<file path="src/verilog/spsdr_pkg.sv">
// package for the serial port sync/data register bank
// assumes a 32-bit register port clocked by ref_clk with a byte address
package spsdr_pkg;
  // ----------------------------------------------------------------
  // register offsets
  // ----------------------------------------------------------------
  localparam logic [7:0] OFS_SYNC_BUSY = 8'h1C;  // sync_busy_status
  localparam logic [7:0] OFS_MATCH_ADR = 8'h24;  // match_address
  localparam logic [7:0] OFS_RXTX_BUF  = 8'h28;  // rx_tx_buffer
  localparam logic [7:0] OFS_DBG_HALT  = 8'h30;  // debug_halt_control
  localparam logic [7:0] OFS_CONTROL_A = 8'h00;  // control_a (enable, soft_reset)
  localparam logic [7:0] OFS_CONTROL_B = 8'h04;  // control_b
  // ----------------------------------------------------------------
  // field positions
  // ----------------------------------------------------------------
  localparam int SB_SOFT_RESET = 0;              // sync busy: soft_reset
  localparam int SB_ENABLE     = 1;              // sync busy: enable
  localparam int SB_CONTROL_B  = 2;              // sync busy: control_b
  localparam int CA_SOFT_RESET = 0;              // control_a soft_reset bit
  localparam int CA_ENABLE     = 1;              // control_a enable bit
  localparam int CA_RX_ENABLE  = 2;              // control_a receiver enable bit
  localparam int ADR_LO        = 0;              // match address low bit
  localparam int MASK_LO       = 16;             // address mask low bit
  localparam int DBG_STOP_BIT  = 0;              // debug_stop bit
  // ----------------------------------------------------------------
  // reset values and timing
  // ----------------------------------------------------------------
  localparam logic [31:0] RST_WORD   = 32'h00000000; // all registers
  localparam int          SYNC_TICKS = 3;            // core-domain crossing latency
endpackage

</file>
<file path="src/verilog/spsdr_regs.sv">
// register bank: sync busy flags, match address, data buffer, debug halt
// assumes one ref_clk domain; rx words come from the shift engine by valid/ready
`timescale 1ns/1ps
module spsdr_regs #(
  parameter int SYNC_TICKS = spsdr_pkg::SYNC_TICKS  // crossing latency in cycles
) (
  input  wire logic        ref_clk,          // 25 MHz clock
  input  wire logic        rstn,             // async reset, active low
  input  wire logic        reg_sel,          // register access strobe
  input  wire logic        reg_write,        // 1 write, 0 read
  input  wire logic [7:0]  reg_addr,         // byte address
  input  wire logic [31:0] reg_wdata,        // write data
  output logic      [31:0] reg_rdata,        // read data, registered
  output logic             reg_ready,        // access done pulse
  output logic             reg_error,        // bus error with reg_ready
  input  wire logic        rx_valid,         // receive word offered
  input  wire logic [8:0]  rx_word,          // receive word
  output logic             rx_ready,         // buffer can take word
  output logic             tx_valid,         // transmit word available
  output logic      [8:0]  tx_word,          // transmit word
  input  wire logic        tx_ready,         // shift engine takes word
  input  wire logic        debug_halt,       // cpu halted by debugger (pin)
  output logic             unit_enable,      // enable seen by core
  output logic             control_b_pulse,  // control_b value applied to core
  output logic      [31:0] control_b_value,  // control_b value in core
  output logic             soft_reset_pulse, // soft reset to core
  output logic      [7:0]  address_value,    // match address
  output logic      [7:0]  address_mask,     // address mask
  output logic             baud_run,         // baud generator enable
  output logic             receive_complete_flag, // rx buffer not empty
  output logic             tx_buffer_empty_flag   // tx buffer has room
);
  // ----------------------------------------------------------------
  // state
  // ----------------------------------------------------------------
  typedef struct packed {
    logic [1:0]  cnt_sr;     // soft reset crossing counter
    logic [1:0]  cnt_en;     // enable crossing counter
    logic [1:0]  cnt_cb;     // control_b crossing counter
    logic        busy_sr;    // soft reset busy
    logic        busy_en;    // enable busy
    logic        busy_cb;    // control_b busy
    logic        en_req;     // requested enable
    logic        en;         // enable seen by core
    logic        rx_en;      // receiver enable
    logic [31:0] cb_req;     // pending control_b
    logic [31:0] cb;         // applied control_b
    logic        cb_pls;     // control_b apply pulse
    logic        sr_pls;     // soft reset pulse
    logic [7:0]  adr;        // match address
    logic [7:0]  msk;        // address mask
    logic        dbg_stop;   // debug stop bit
    logic [8:0]  rx0;        // rx buffer head
    logic [8:0]  rx1;        // rx buffer tail
    logic [1:0]  rx_n;       // rx words held
    logic [8:0]  tx0;        // tx buffer head
    logic [8:0]  tx1;        // tx buffer tail
    logic [1:0]  tx_n;       // tx words held
    logic [31:0] rdata;      // read data
    logic        rdy;        // answer pulse
    logic        err;        // error answer
    logic [1:0]  halt_s;     // debug halt synchroniser
  } spsdr_state_t;

  spsdr_state_t s_q;  // registered state
  spsdr_state_t s_d;  // next state

  // elaboration check on the crossing latency
  if (SYNC_TICKS < 1 || SYNC_TICKS > 3) begin : g_chk
    $error("SYNC_TICKS must be 1 to 3");
  end

  localparam logic [1:0] TICKS = 2'(SYNC_TICKS);  // counter load value

  // ----------------------------------------------------------------
  // helpers
  // ----------------------------------------------------------------
  // counts a crossing down, returns next count
  function automatic logic [1:0] tick(input logic [1:0] c);
    tick = (c != 2'h0) ? c - 2'h1 : 2'h0;
  endfunction

  // ----------------------------------------------------------------
  // next-state logic
  // ----------------------------------------------------------------
  logic wr;        // any write
  logic rd;        // any read
  logic discard;   // write refused
  logic rx_push;   // rx word accepted
  logic rx_pop;    // software reads data
  logic tx_push;   // software writes data
  logic tx_pop;    // engine takes tx word
  always_comb
  begin
    s_d     = s_q;
    wr      = reg_sel && reg_write;
    rd      = reg_sel && !reg_write;
    s_d.rdy = reg_sel;
    s_d.err = 1'b0;
    s_d.cb_pls = 1'b0;
    s_d.sr_pls = 1'b0;
    s_d.halt_s = {s_q.halt_s[0], debug_halt};
    // write refusal
    // reset busy refuses all
    // enable busy spares control_a soft reset
    discard = wr && (s_q.busy_sr
              || (s_q.busy_en && !(reg_addr == spsdr_pkg::OFS_CONTROL_A
                                   && reg_wdata[spsdr_pkg::CA_SOFT_RESET]))
              || (s_q.busy_cb && reg_addr == spsdr_pkg::OFS_CONTROL_B));
    if (discard)
    begin
      s_d.err = 1'b1;
    end
    // crossing counters finish busy flags
    s_d.cnt_sr = tick(s_q.cnt_sr);
    s_d.cnt_en = tick(s_q.cnt_en);
    s_d.cnt_cb = tick(s_q.cnt_cb);
    if (s_q.busy_sr && s_q.cnt_sr == 2'h1)
    begin
      // soft reset lands: return to reset values
      s_d        = '0;
      s_d.halt_s = {s_q.halt_s[0], debug_halt};
      s_d.sr_pls = 1'b1;
      s_d.rdy    = reg_sel;
      s_d.err    = discard;
    end
    else
    begin
      if (s_q.busy_en && s_q.cnt_en == 2'h1)
      begin
        s_d.busy_en = 1'b0;
        s_d.en      = s_q.en_req;
      end
      if (s_q.busy_cb && s_q.cnt_cb == 2'h1)
      begin
        s_d.busy_cb = 1'b0;
        s_d.cb      = s_q.cb_req;
        s_d.cb_pls  = 1'b1;
      end
    end
    // rx buffer: two entries
    rx_push = rx_valid && s_q.rx_en && s_q.rx_n != 2'h2;
    // read pops, clearing rx complete when empty
    rx_pop  = rd && reg_addr == spsdr_pkg::OFS_RXTX_BUF && s_q.rx_n != 2'h0;
    tx_pop  = s_q.tx_n != 2'h0 && tx_ready;
    tx_push = 1'b0;
    if (wr && !discard && !s_d.sr_pls)
    begin
      case (reg_addr)
        spsdr_pkg::OFS_CONTROL_A:
        begin
          if (reg_wdata[spsdr_pkg::CA_SOFT_RESET])
          begin
            s_d.busy_sr = 1'b1;
            s_d.cnt_sr  = TICKS;
          end
          else
          begin
            s_d.en_req  = reg_wdata[spsdr_pkg::CA_ENABLE];
            s_d.busy_en = 1'b1;
            s_d.cnt_en  = TICKS;
            s_d.rx_en   = reg_wdata[spsdr_pkg::CA_RX_ENABLE];
          end
        end
        spsdr_pkg::OFS_CONTROL_B:
        begin
          s_d.cb_req = reg_wdata;
          if (s_q.en)
          begin
            s_d.busy_cb = 1'b1;
            s_d.cnt_cb  = TICKS;
          end
          else
          begin
            s_d.cb     = reg_wdata;
            s_d.cb_pls = 1'b1;
          end
        end
        spsdr_pkg::OFS_MATCH_ADR:
        begin
          if (!s_q.en && !s_q.en_req)
          begin
            s_d.msk = reg_wdata[spsdr_pkg::MASK_LO +: 8];
            s_d.adr = reg_wdata[spsdr_pkg::ADR_LO +: 8];
          end
        end
        spsdr_pkg::OFS_RXTX_BUF:
        begin
          tx_push = s_q.tx_n != 2'h2 || tx_pop;
        end
        spsdr_pkg::OFS_DBG_HALT:
        begin
          s_d.dbg_stop = reg_wdata[spsdr_pkg::DBG_STOP_BIT];
        end
        default:
        begin
          s_d.err = 1'b0;
        end
      endcase
    end
    if (!s_d.rx_en || s_d.sr_pls)
    begin
      rx_push = 1'b0;
      s_d.rx_n = 2'h0;
    end
    else
    begin
      case ({rx_push, rx_pop})
        2'b10:
        begin
          if (s_q.rx_n == 2'h0) s_d.rx0 = rx_word;
          else s_d.rx1 = rx_word;
          s_d.rx_n = s_q.rx_n + 2'h1;
        end
        2'b01:
        begin
          s_d.rx0  = s_q.rx1;
          s_d.rx_n = s_q.rx_n - 2'h1;
        end
        2'b11:
        begin
          s_d.rx0 = (s_q.rx_n == 2'h1) ? rx_word : s_q.rx1;
          s_d.rx1 = rx_word;
        end
        default:
        begin
          s_d.rx_n = s_q.rx_n;
        end
      endcase
    end
    if (!s_d.sr_pls)
    begin
      case ({tx_push, tx_pop})
        2'b10:
        begin
          if (s_q.tx_n == 2'h0) s_d.tx0 = reg_wdata[8:0];
          else s_d.tx1 = reg_wdata[8:0];
          s_d.tx_n = s_q.tx_n + 2'h1;
        end
        2'b01:
        begin
          s_d.tx0  = s_q.tx1;
          s_d.tx_n = s_q.tx_n - 2'h1;
        end
        2'b11:
        begin
          s_d.tx0 = (s_q.tx_n == 2'h1) ? reg_wdata[8:0] : s_q.tx1;
          s_d.tx1 = reg_wdata[8:0];
        end
        default:
        begin
          s_d.tx_n = s_q.tx_n;
        end
      endcase
    end
    // read data; reserved bits zero
    s_d.rdata = 32'h00000000;
    if (rd)
    begin
      case (reg_addr)
        spsdr_pkg::OFS_SYNC_BUSY: s_d.rdata = {29'h0, s_q.busy_cb, s_q.busy_en, s_q.busy_sr};
        spsdr_pkg::OFS_MATCH_ADR: s_d.rdata = {8'h00, s_q.msk, 8'h00, s_q.adr};
        spsdr_pkg::OFS_RXTX_BUF:  s_d.rdata = {23'h0, s_q.rx0};
        spsdr_pkg::OFS_DBG_HALT:  s_d.rdata = {31'h0, s_q.dbg_stop};
        spsdr_pkg::OFS_CONTROL_A: s_d.rdata = {29'h0, s_q.rx_en, s_q.en_req, 1'b0};
        spsdr_pkg::OFS_CONTROL_B: s_d.rdata = s_q.cb_req;
        default:                  s_d.rdata = 32'h00000000;
      endcase
    end
  end

  // ----------------------------------------------------------------
  // state register
  // ----------------------------------------------------------------
  always_ff @(posedge ref_clk or negedge rstn)
  begin
    if (!rstn)
    begin
      s_q <= '0;
    end
    else
    begin
      s_q <= s_d;
    end
  end

  // ----------------------------------------------------------------
  // outputs
  // ----------------------------------------------------------------
  assign reg_rdata        = s_q.rdata;
  assign reg_ready        = s_q.rdy;
  assign reg_error        = s_q.err;
  assign rx_ready         = s_q.rx_en && s_q.rx_n != 2'h2;
  assign tx_valid         = s_q.tx_n != 2'h0;
  assign tx_word          = s_q.tx0;
  assign unit_enable      = s_q.en;
  assign control_b_pulse  = s_q.cb_pls;
  assign control_b_value  = s_q.cb;
  assign soft_reset_pulse = s_q.sr_pls;
  assign address_value    = s_q.adr;
  assign address_mask     = s_q.msk;
  assign baud_run         = !(s_q.dbg_stop && s_q.halt_s[1]);
  assign receive_complete_flag = s_q.rx_n != 2'h0;
  assign tx_buffer_empty_flag  = s_q.tx_n != 2'h2;
endmodule

</file>
<file path="config.mk">
export PLATFORM = sky130hd
export DESIGN_NAME = spsdr_regs
export DESIGN_NICKNAME = d
export VERILOG_FILES = /design/src/verilog/spsdr_pkg.sv /design/src/verilog/spsdr_regs.sv
export SDC_FILE = /design/constraint.sdc
export NUM_CORES = 1
export LEC_CHECK = 0
export BUFFER_PORTS_ARGS = -buffer_cell sky130_fd_sc_hd__buf_2
export CORE_MARGIN = 8
export CORE_UTILIZATION = 62
export CTS_BUF_LIST = sky130_fd_sc_hd__clkbuf_4
export CTS_CLUSTER_DIAMETER = 150
export CTS_CLUSTER_SIZE = 24
export DETAILED_ROUTE_END_ITERATION = 8
export MAX_ROUTING_LAYER = met4
export PLACE_DENSITY_LB_ADDON = 0.08
export SYNTH_ARGS = -nofsm -noshare
export SYNTH_HDL_FRONTEND = slang
export SYNTH_SLANG_ARGS = --single-unit
</file>
<file path="constraint.sdc">
create_clock -name ref_clk -period 5.35 [get_ports ref_clk]
set_input_delay 0.535 -clock ref_clk [delete_from_list [all_inputs] [get_ports ref_clk]]
set_output_delay 0.535 -clock ref_clk [all_outputs]
set_load 0.03 [all_outputs]
</file>
==> results.toml, run 1 <==
[run_status]
outcome = "finished clean"

[critical_path]
required_ns = 5.79
worst_path_dominant_cell_family = "simple AND/OR/NAND/NOR gates"
crit_path_top_delay_cell = "and2b_2"
number_of_cells_on_the_worst_reg_to_reg_path = 6
critPathKind = "input pin to flop"
worst_ep_arrival_time_ns = 3.86
worstReg2RegStart = "s_q[163]"
worstPathMaxFanout = 66
path_cells = "buf_2, nor4_4, and3_1, and3_4, and2b_2, nand2_1, o31ai_1"
worst-path-buf-inv = 1
critPathCaptureType = "flop"
worst_path_depth = 7
cp-startpoint = "reg_addr[1]"
largest_incremental_delay_on_the_critical_path_ns = 1.03
element_type_at_the_critical_path_start = "input pin"

[floorplan]
die_height_um = 132.1
placeableCoreArea_mm2 = 0.01319
floorplan.rows = 42
floorplan.initialDensity = 0.6332
io_pins = 155
floorplan.die_area_mm2 = 0.01744
die-width_um = 132.1

[logic_synthesis]
average_cell_area_after_synthesis_um2 = 10.05
number_of_synthesized_flops_with_an_enable_pin = 0
synthDistinctLibCells = 42
number_of_register_bits_inferred_by_synthesis = 171
synth.yosys.warnings = 0
synth-main-ff-cell = "dfrtp_1"
combined_area_of_all_synthesized_cells_mm2 = 0.008352
netlist_instances = 831
asyncSetResetFlopFracSynth = 1.000
yosysSeqAreaShare = 0.5124
synth.net_count = 901

[route]
drt-pass1-iter-count = 8
detail-route-antenna-nets = 0
routed-via-count = 6001
number_of_vias_per_cell = 5.608
totalWireLength_um = 19120
dr.first_iter.drc_count = 586
avgRoutedWirePerCell_um = 17.86
remaining_drc_errors = 0

[clock_network]
clock_latency_ns = 0.55
clock_path_buffers = 2
cts_hold_buffers = 0
htree_num_levels = 4
clock_sink_count = 171
clkTransAtPathRegs_ns = 0.12
cts_resized = 0
inserted_clock_buffers = 17
cts_setup_buffers = 0
tritoncts = "built"
cts-root-buf = "clkbuf_4"

[power]
ir_worst_vdd_mv = 0.2776
total_power_w = 0.002558
power.static_leakage_nw = 4.629
power.density_cell_area_mw_per_mm2 = 292.2

[cells_and_area]
final_cells = 1070
nNetsFinal = 951
layout-area-overhead-vs-synth_pct = 4.824
footprint_of_the_multi_input_gates_mm2 = 0.003043
share_of_layout_cells_above_drive_strength_1 = 0.2240
postLayoutCoreUtil = 0.6637
fill_cells = 1104
layout_commonest_cell = "dfrtp_1"
commonest_non_fill_non_tap_cells_in_the_layout = "dfrtp_1 (171), buf_2 (153), nand2_1 (134), nor2_1 (57), mux2i_1 (53)"
area.sequential_mm2 = 0.004279

[timing]
fin_crit_ns = 3.423
fin_worst_hold_slack_ns = 0.05786
fmax_ghz = 0.2921
clock_skew_ns = 0.01867
report.final.setup_viol = 0
final.setup.tns_ns = 0
rsz_0062_raised_after_global_routing = "no"
post-route-period-util = 0.6398
worst_slew_margin_rel = 0.1742
slew_viols_final = 0
worst_slew_pin_slew_ns = 1.236
hold_viol_final = 0

[placed_design]
gpl.final_weighted_congestion = 0.8764
io_buffer_count = 154
total_instance_count_after_detailed_placement = 1038
dpl.hpwl_um = 13480

[grt]
grt_start_max_net_pins = 99
grt_first_pass_wirelength_um = 31790
global_route_usage_over_all_layers = 0.2302
aggregate_global_routing_overflow = 0
grt_pass1_vias = 6152
grt_antenna_before_repair = 1

[worst_hold_path]
hold_path.class = "input pin to async pin"

[flow_run]
timing.max_cap.violations = 0
stage by stage:
stage / worst slack (ns) / area, um^2
3_5_place_dp: 1.396 / 8522
6_report: 1.927 / 8755
2_1_floorplan: 2.684 / 8352
4_1_cts: 1.959 / 8752
5_1_grt: 1.695 / 8755
3_3_place_gp: 1.559 / 8522
cell usage after synthesis, drive strengths merged, types with 14 or more instances:
library cell	instances	area [um^2]
o31ai	32	240.2
a21oi	18	90.09
inv	36	135.1
nand2	134	503.0
a22oi	31	232.7
nor2	57	214.0
a22o	27	236.5
clkbuf	27	101.4
buf	105	794.5
and2	19	118.9
ha	14	175.2
o21ai	47	235.2
dfrtp	171	4279
mux2i	53	530.5
sequential cells by signal, indices dropped and copies added, names as in the netlist:
signal	count
address_mask	8
address_value	8
control_b_pulse	1
control_b_value	32
reg_error	1
reg_rdata	32
reg_ready	1
s_q	77
soft_reset_pulse	1
tx_word	9
unit_enable	1
worst paths after layout:
check / endpoint / slack [ns]
min: control_b_value[28] / 0.06
max in group asynchronous: tx_word[0] / 4.25
max reg2reg: control_b_value[4] / 2.25
max: control_b_value[4] / 1.93
min reg2reg: s_q[1] / 0.37
min in group ref_clk: s_q[0] / 0.10
where the power goes:
group          switching (W)  internal, W  leakage [nW]  total, W
Combinational       0.000291     0.000172          2.14  0.000463
Sequential         0.0000703      0.00138          2.35   0.00145
Clock               0.000406     0.000235         0.138  0.000640
Total               0.000767      0.00179          4.63   0.00256
metal layers:
metal / global-route usage / wire length, um / up-vias
li1: - / - / 2856
met1: 0.2884 / 8522 / 2935
met2: 0.3592 / 9104 / 194
met3: 0.06745 / 1231 / 16
met4: 0.05999 / 257 / 0
met5: - / 0 / -
kinds of logic after synthesis:
family	Yosys count	share of synthesized area
buffers and inverters	168	0.1234
multiplexers	53	0.06352
flip-flops	171	0.5124
AND/OR/NAND/NOR	250	0.1354
adder cells (fa/ha/maj)	14	0.02097
XOR/XNOR	1	0.001049
AO/OA/AOI/OAI	174	0.1432
cell type report:
class / count / area share
flip-flops and latches: 171 / 0.4888
multi-input cells: 492 / 0.3476
repair buffers: 163 / 0.09647
well taps: 176 / 0.02515
clock buffers: 20 / 0.01715
inverters: 36 / 0.01544
clock inverters: 11 / 0.009147
diodes: 1 / 0.0002858
Power figures use the tool's default switching activity.
==> run 2: changes to the inputs <==
--- a/config.mk
+++ b/config.mk
@@ -5,9 +5,10 @@
 export SDC_FILE = /design/constraint.sdc
 export NUM_CORES = 1
 export LEC_CHECK = 0
+export ABC_AREA = 1
 export BUFFER_PORTS_ARGS = -buffer_cell sky130_fd_sc_hd__buf_2
 export CORE_MARGIN = 8
-export CORE_UTILIZATION = 62
+export CORE_UTILIZATION = 60
 export CTS_BUF_LIST = sky130_fd_sc_hd__clkbuf_4
 export CTS_CLUSTER_DIAMETER = 150
 export CTS_CLUSTER_SIZE = 24
==> constraint.sdc (replaced) <==
create_clock -name ref_clk -period 3.55 [get_ports ref_clk]
set_input_delay 0.355 -clock ref_clk [delete_from_list [all_inputs] [get_ports ref_clk]]
set_output_delay 0.355 -clock ref_clk [all_outputs]
set_load 0.03 [all_outputs]
==> run 2 against run 1 <==
  * Hold slack lost 0.015 ns
  * Largest cell class is now multi-input gates
  * Via count grew 58%
  * Power grew 83%
  * Setup slack lost 1.1 ns
  * Combinational power grew to 2.7 times the previous value
  * Flip-flop and latch count is the same
  * Cell count grew 68%
  * Clock-buffer cell count shrank 2
  * Critical path type is now flop to flop
  * Non-clock buffer count grew 29
==> results.toml, run 2 <==
[critical_path]
cp-startpoint = "s_q[56]"
path_cells = "inv_1, ha_1, nor2_1, nand2_1, inv_1, ha_1, inv_1, o21ai_1, nand2_1, o211ai_1, nand2_1, nand2_1, nand3_1, nand2_1"
worst_path_most_repeated_cell = "nand2_1"
critPathCaptureType = "flop"
critPathKind = "flop to flop"
largest_incremental_delay_on_the_critical_path_ns = 0.51
element_type_at_the_critical_path_start = "flop"
worst_ep_arrival_time_ns = 3.24
worstReg2RegStart = "s_q[56]"
number_of_cells_on_the_worst_reg_to_reg_path = 14
crit_path_top_delay_cell = "o21ai_1"
worstPathMaxFanout = 9
required_ns = 4.06

[logic_synthesis]
synth_top_area_frac = 0.4031
yosysSeqAreaShare = 0.4031
yosys.cell_count.top_type = "nand2_1"
synth-main-ff-cell = "dfrtp_1"
netlist_instances = 1517
ys_top_cells_by_area = "dfrtp_1 (40%), nand2_1 (22%), buf_4 (6.4%)"
combined_area_of_all_synthesized_cells_mm2 = 0.01062
asyncSetResetFlopFracSynth = 1.000
number_of_register_bits_inferred_by_synthesis = 171
synthDistinctLibCells = 35
synth_commonest_cells = "nand2_1 (624), dfrtp_1 (171), inv_1 (154), o21ai_0 (124), buf_4 (90)"
post-synth-top-area-cell = "dfrtp_1"
number_of_synthesized_flops_with_an_enable_pin = 0
average_cell_area_after_synthesis_um2 = 6.998
synth.net_count = 1587
synth.yosys.warnings = 0

[placed_design]
io_buffer_count = 154
total_instance_count_after_detailed_placement = 1749
gpl.final_weighted_congestion = 0.8619
dpl.hpwl_um = 18150

[power]
pwr-share-comb = 0.269
power.density_cell_area_mw_per_mm2 = 413.9
power.static_leakage_nw = 6.216
sequentialPowerShare = 0.478
power_report.internal_total_w = 0.003016
ir_worst_vdd_mv = 0.2936
sw_frac_of_total = 0.3554
total_switching_power_w = 0.001663
clock_power_share = 0.253

[clock_network]
clkTransAtPathRegs_ns = 0.13
clock_latency_ns = 0.58
htree_num_levels = 4
cts-root-buf = "clkbuf_4"
inserted_clock_buffers = 17
tritoncts = "built"
cts_setup_buffers = 0
cts_resized = 0
cts_hold_buffers = 20
clock_sink_count = 171
clock_path_buffers = 2

[timing]
post-route-period-util = 0.7714
fin_crit_ns = 2.738
slew_viols_final = 0
worst_slew_margin_rel = 0.4020
fmax_ghz = 0.3652
final.setup.tns_ns = 0
report.final.setup_viol = 0
hold_viol_final = 0
clock_skew_ns = 0.02307
rsz_0062_raised_after_global_routing = "no"
worst_slew_pin_slew_ns = 0.8948

[worst_hold_path]
hold_path_depth = 3
hold_path.class = "input pin to flop"
worstHoldStart = "reg_wdata[17]"

[flow_run]
timing.max_cap.violations = 0

[grt]
grt_start_max_net_pins = 110
grt_first_pass_wirelength_um = 45530
aggregate_global_routing_overflow = 0
grt_antenna_before_repair = 1
grt_pass1_vias = 9254
global_route_usage_over_all_layers = 0.2598

[cells_and_area]
final_cells = 1800
postLayoutCoreUtil = 0.6535
nNetsFinal = 1633
commonest_non_fill_non_tap_cells_in_the_layout = "nand2_1 (624), dfrtp_1 (171), inv_1 (153), buf_2 (153), o21ai_0 (124)"
largest_register_ffs = 77
layout-area-overhead-vs-synth_pct = 6.470
layout_commonest_cell = "nand2_1"
share_of_layout_cells_above_drive_strength_1 = 0.1658
largest_register = "s_q"

[floorplan]
io_pins = 155
placeableCoreArea_mm2 = 0.01730
die-width_um = 149.0
floorplan.rows = 48
die_height_um = 149.0
floorplan.initialDensity = 0.6138
floorplan.die_area_mm2 = 0.02221

[route]
detail-route-antenna-nets = 0
remaining_drc_errors = 0
avgRoutedWirePerCell_um = 15.26
totalWireLength_um = 27470
dr.first_iter.drc_count = 725
drt-pass1-iter-count = 6
routed-via-count = 9487
number_of_vias_per_cell = 5.271

[run_status]
outcome = "finished clean"
-- run 2: changes by cell type in the layout (fill, tap and decap cells not counted), moves of 27 or more --
cell / change
nand2_1: +490
inv_1: +118
o21ai_0: +79
nand3_1: +64
mux2i_1: -53
a22oi_1: -31
o31ai_1: -31
a22o_1: -27
-- run 2: cell families (layout without fill, tap and decap cells) --
family                     after synthesis  in the layout  synth area share
DFF                                    171            171            0.4031
other                                    0              1                 0
adders and majority gates               14             14           0.01650
buffers and inverters                  325            382            0.1543
AOI/OAI and AO/OA                      231            231            0.1267
and+or+nand+nor                        776            776            0.2995
-- run 2: power groups by stage --
stage	combinational, W	clock [W]	sequential (W)
floorplan	0.000965	0	0.00223
global placement	0.00122	0	0.00227
detailed placement	0.00124	0	0.00227
CTS	0.00126	0.00121	0.00224
global route	0.00143	0.00128	0.00226
finish	0.00126	0.00118	0.00224
-- run 2: routing by layer --
layer  wire length, um  share of wire  global-route usage  vias to the layer above
met5                 0              0                   -                        -
li1                  -              -                   -                     4739
met2             13280           0.48              0.4199                      283
met3              1674          0.061             0.04308                       45
met4               598          0.022             0.09288                        0
met1             11920           0.43              0.3243                     4420
-- run 2: critical path: cells and delay by family (launching register included) --
kind            cells  cell delay (ns)
compound gates      2             0.64
flops               1             0.39
simple gates        7             0.78
fa+ha+maj           2             0.61
buf+inv             3             0.27
-- run 2: area by class of cell --
| type | count | area [um^2] |
|---|---|---|
| diodes | 1 | 2.502 |
| clock buffers | 18 | 135.1 |
| clock inverters | 12 | 148.9 |
| fillers | 1606 | 5993 |
| inverters | 160 | 600.6 |
| multi-input cells | 1021 | 4718 |
| flip-flops and latches | 171 | 4279 |
| well taps | 225 | 281.5 |
| repair buffers | 192 | 1137 |
-- run 2: final timing paths --
| check | endpoint | slack (ns) |
|---|---|---|
| worst max-delay path | s_q[67] | 0.81 |
| max in group asynchronous | s_q[39] | 2.27 |
| min in group asynchronous | s_q[63] | 0.34 |
| worst max register to register | s_q[67] | 0.81 |
| worst min register to register | s_q[1] | 0.37 |
| worst min-delay path | s_q[144] | 0.04 |
-- run 2: metrics by stage --
| stage | worst slack (ns) | total power (W) | hold slack, ns | instance area (um^2) |
|---|---|---|---|---|
| after floorplan | 0.9799 | 0.003195 | 0.05941 | 10620 |
| after global placement | 0.8714 | 0.003489 | 0.3352 | 10820 |
| after detailed placement | 0.7678 | 0.003510 | 0.3509 | 10820 |
| after CTS | 0.8647 | 0.004704 | 0.005521 | 11300 |
| after global routing | 0.4908 | 0.004972 | 0.008449 | 11300 |
| final | 0.8117 | 0.004679 | 0.04293 | 11300 |
==> run 3: changes to the inputs <==
==> constraint.sdc (replaced) <==
create_clock -name ref_clk -period 2.8 [get_ports ref_clk]
set_input_delay 0.28 -clock ref_clk [delete_from_list [all_inputs] [get_ports ref_clk]]
set_output_delay 0.28 -clock ref_clk [all_outputs]
set_load 0.03 [all_outputs]
==> run 3 against run 2 <==
  * Flip-flop and latch count unchanged
  * Largest power group unchanged
  * First-iteration DRC count up 2.3%
  * Register-to-register slack worse by 0.58 ns
  * Via count up 2.6%
  * Global-route usage down 0.13 points
  * Non-clock buffer count up 29
  * Sequential share of layout area down 1.1 points
  * Power up 31%
  * Highest routed layer unchanged
  * Cell count up 1.7%
==> results.toml, run 3 (same netlist as run 2, synthesis figures left out) <==
[power]
power_report.internal_total_w = 0.003970
total_switching_power_w = 0.002168
pwr-share-comb = 0.270
ir_worst_vdd_mv = 0.3453
power.density_cell_area_mw_per_mm2 = 527.6
sw_frac_of_total = 0.3532
total_power_w = 0.006138
clock_power_share = 0.267
power.static_leakage_nw = 6.371
sequentialPowerShare = 0.463

[timing]
worst_slew_pin_slew_ns = 0.7633
fin_crit_ns = 2.564
post-route-period-util = 0.9156
rsz_0062_raised_after_global_routing = "yes"
slew_viols_final = 0
fmax_ghz = 0.3900
worst_slew_margin_rel = 0.4911
clock_skew_ns = 0.01707
final.setup.tns_ns = 0
hold_viol_final = 0
report.final.setup_viol = 0

[floorplan]
placeableCoreArea_mm2 = 0.01730
floorplan.die_area_mm2 = 0.02221
floorplan.initialDensity = 0.6138
die-width_um = 149.0
io_pins = 155
die_height_um = 149.0
floorplan.rows = 48

[route]
number_of_vias_per_cell = 5.314
remaining_drc_errors = 0
detail-route-antenna-nets = 0
routed-via-count = 9730
dr.first_iter.drc_count = 742
drt-pass1-iter-count = 7
avgRoutedWirePerCell_um = 15.26
totalWireLength_um = 27940

[placed_design]
dpl.hpwl_um = 18660
gpl.final_weighted_congestion = 0.8513
total_instance_count_after_detailed_placement = 1763
io_buffer_count = 154

[grt]
grt_antenna_before_repair = 1
grt_start_max_net_pins = 78
aggregate_global_routing_overflow = 0
grt_pass1_vias = 9170
grt_first_pass_wirelength_um = 45380
global_route_usage_over_all_layers = 0.2585

[cells_and_area]
nNetsFinal = 1662
final_cells = 1831
fill_cells = 1548
share_of_layout_cells_above_drive_strength_1 = 0.1751
largest_register = "s_q"
commonest_non_fill_non_tap_cells_in_the_layout = "nand2_1 (624), dfrtp_1 (171), buf_2 (153), inv_1 (152), o21ai_0 (123)"
largest_register_ffs = 77
postLayoutCoreUtil = 0.6727
layout-area-overhead-vs-synth_pct = 9.593
layout_commonest_cell = "nand2_1"

[critical_path]
worst_ep_arrival_time_ns = 3.04
worst_path_most_repeated_cell = "inv_1"
critPathKind = "flop to flop"
required_ns = 3.27
path_cells = "inv_1, ha_1, inv_1, nand2_1, inv_1, o211ai_1, inv_1, ha_1, inv_1, nand2_1, o21ai_0, inv_1, a211oi_1"
number_of_cells_on_the_worst_reg_to_reg_path = 13
largest_incremental_delay_on_the_critical_path_ns = 0.44
worstPathMaxFanout = 6
critPathCaptureType = "flop"
element_type_at_the_critical_path_start = "flop"
crit_path_top_delay_cell = "dfrtp_1"

[clock_network]
cts-root-buf = "clkbuf_4"
clkTransAtPathRegs_ns = 0.15
clock_latency_ns = 0.58
inserted_clock_buffers = 17
clock_sink_count = 171
clock_path_buffers = 2
tritoncts = "built"
htree_num_levels = 4

[worst_hold_path]
hold_path_depth = 3
hold_path.class = "input pin to flop"

[flow_run]
timing.max_cap.violations = 0

[run_status]
outcome = "finished clean"
[run 3: worst paths after layout]
| check | end | from | slack (ns) |
|---|---|---|---|
| max in group asynchronous | s_q[39] | rstn | 1.73 |
| hold reg to reg | s_q[1] | s_q[0] | 0.37 |
| setup / recovery | s_q[36] | s_q[36] | 0.24 |
| min in group asynchronous | s_q[64] | rstn | 0.25 |
| hold / removal | s_q[38] | reg_wdata[0] | 0.04 |
| setup reg to reg | s_q[36] | s_q[36] | 0.24 |
[run 3: layout make-up]
type | instances | area, um^2 | share of cell area
multi-input combinational | 1021 | 4726 | 0.4062
sequential | 171 | 4279 | 0.3678
timing repair buffer | 221 | 1418 | 0.1218
inverter | 160 | 600.6 | 0.05162
tap | 225 | 281.5 | 0.02420
clock inverter | 14 | 192.7 | 0.01656
clock buffer | 18 | 135.1 | 0.01161
antenna | 1 | 2.502 | 0.0002151
[run 3: what timing repair did]
item / in CTS / in global routing
hold endpoints to repair: 108 / 0
hold buffers: 35 / 0
setup endpoints to repair: 0 / 17
resized for setup: 0 / 4
setup buffers: 0 / 0
[run 3: per-layer routing]
layer | vias to the layer above | part of all wire | track usage
li1 | 4795 | - | -
met1 | 4562 | 0.43 | 0.3207
met2 | 344 | 0.49 | 0.4274
met3 | 29 | 0.066 | 0.04763
met4 | 0 | 0.013 | 0.06815
met5 | - | 0 | -
[run 3: per-stage QoR]
stage	worst slack, ns	cell area [um^2]	hold WS, ns
final	0.2362	11630	0.04047
after global routing	-0.009705	11630	0.03453
after CTS	0.1382	11620	0.01701
after detailed placement	0.1496	10950	0.3355
after global placement	0.2407	10950	0.3328
after floorplan	0.2299	10620	-0.01559
[run 3: critical path, delay by kind of cell (launching register included)]
| kind | cells | cell delay, ns |
|---|---|---|
| buf+inv | 6 | 0.66 |
| fa+ha+maj | 2 | 0.47 |
| compound gates | 3 | 0.69 |
| flops | 1 | 0.44 |
| simple gates | 2 | 0.22 |
[run 3: power groups by stage]
stage,Sequential [W],Clock (W),Combinational (W)
after global placement,0.00288,0,0.00157
after floorplan,0.00283,0,0.00122
after global routing,0.00287,0.00176,0.00187
after detailed placement,0.00289,0,0.00161
after CTS,0.00284,0.00168,0.00166
final,0.00284,0.00164,0.00166
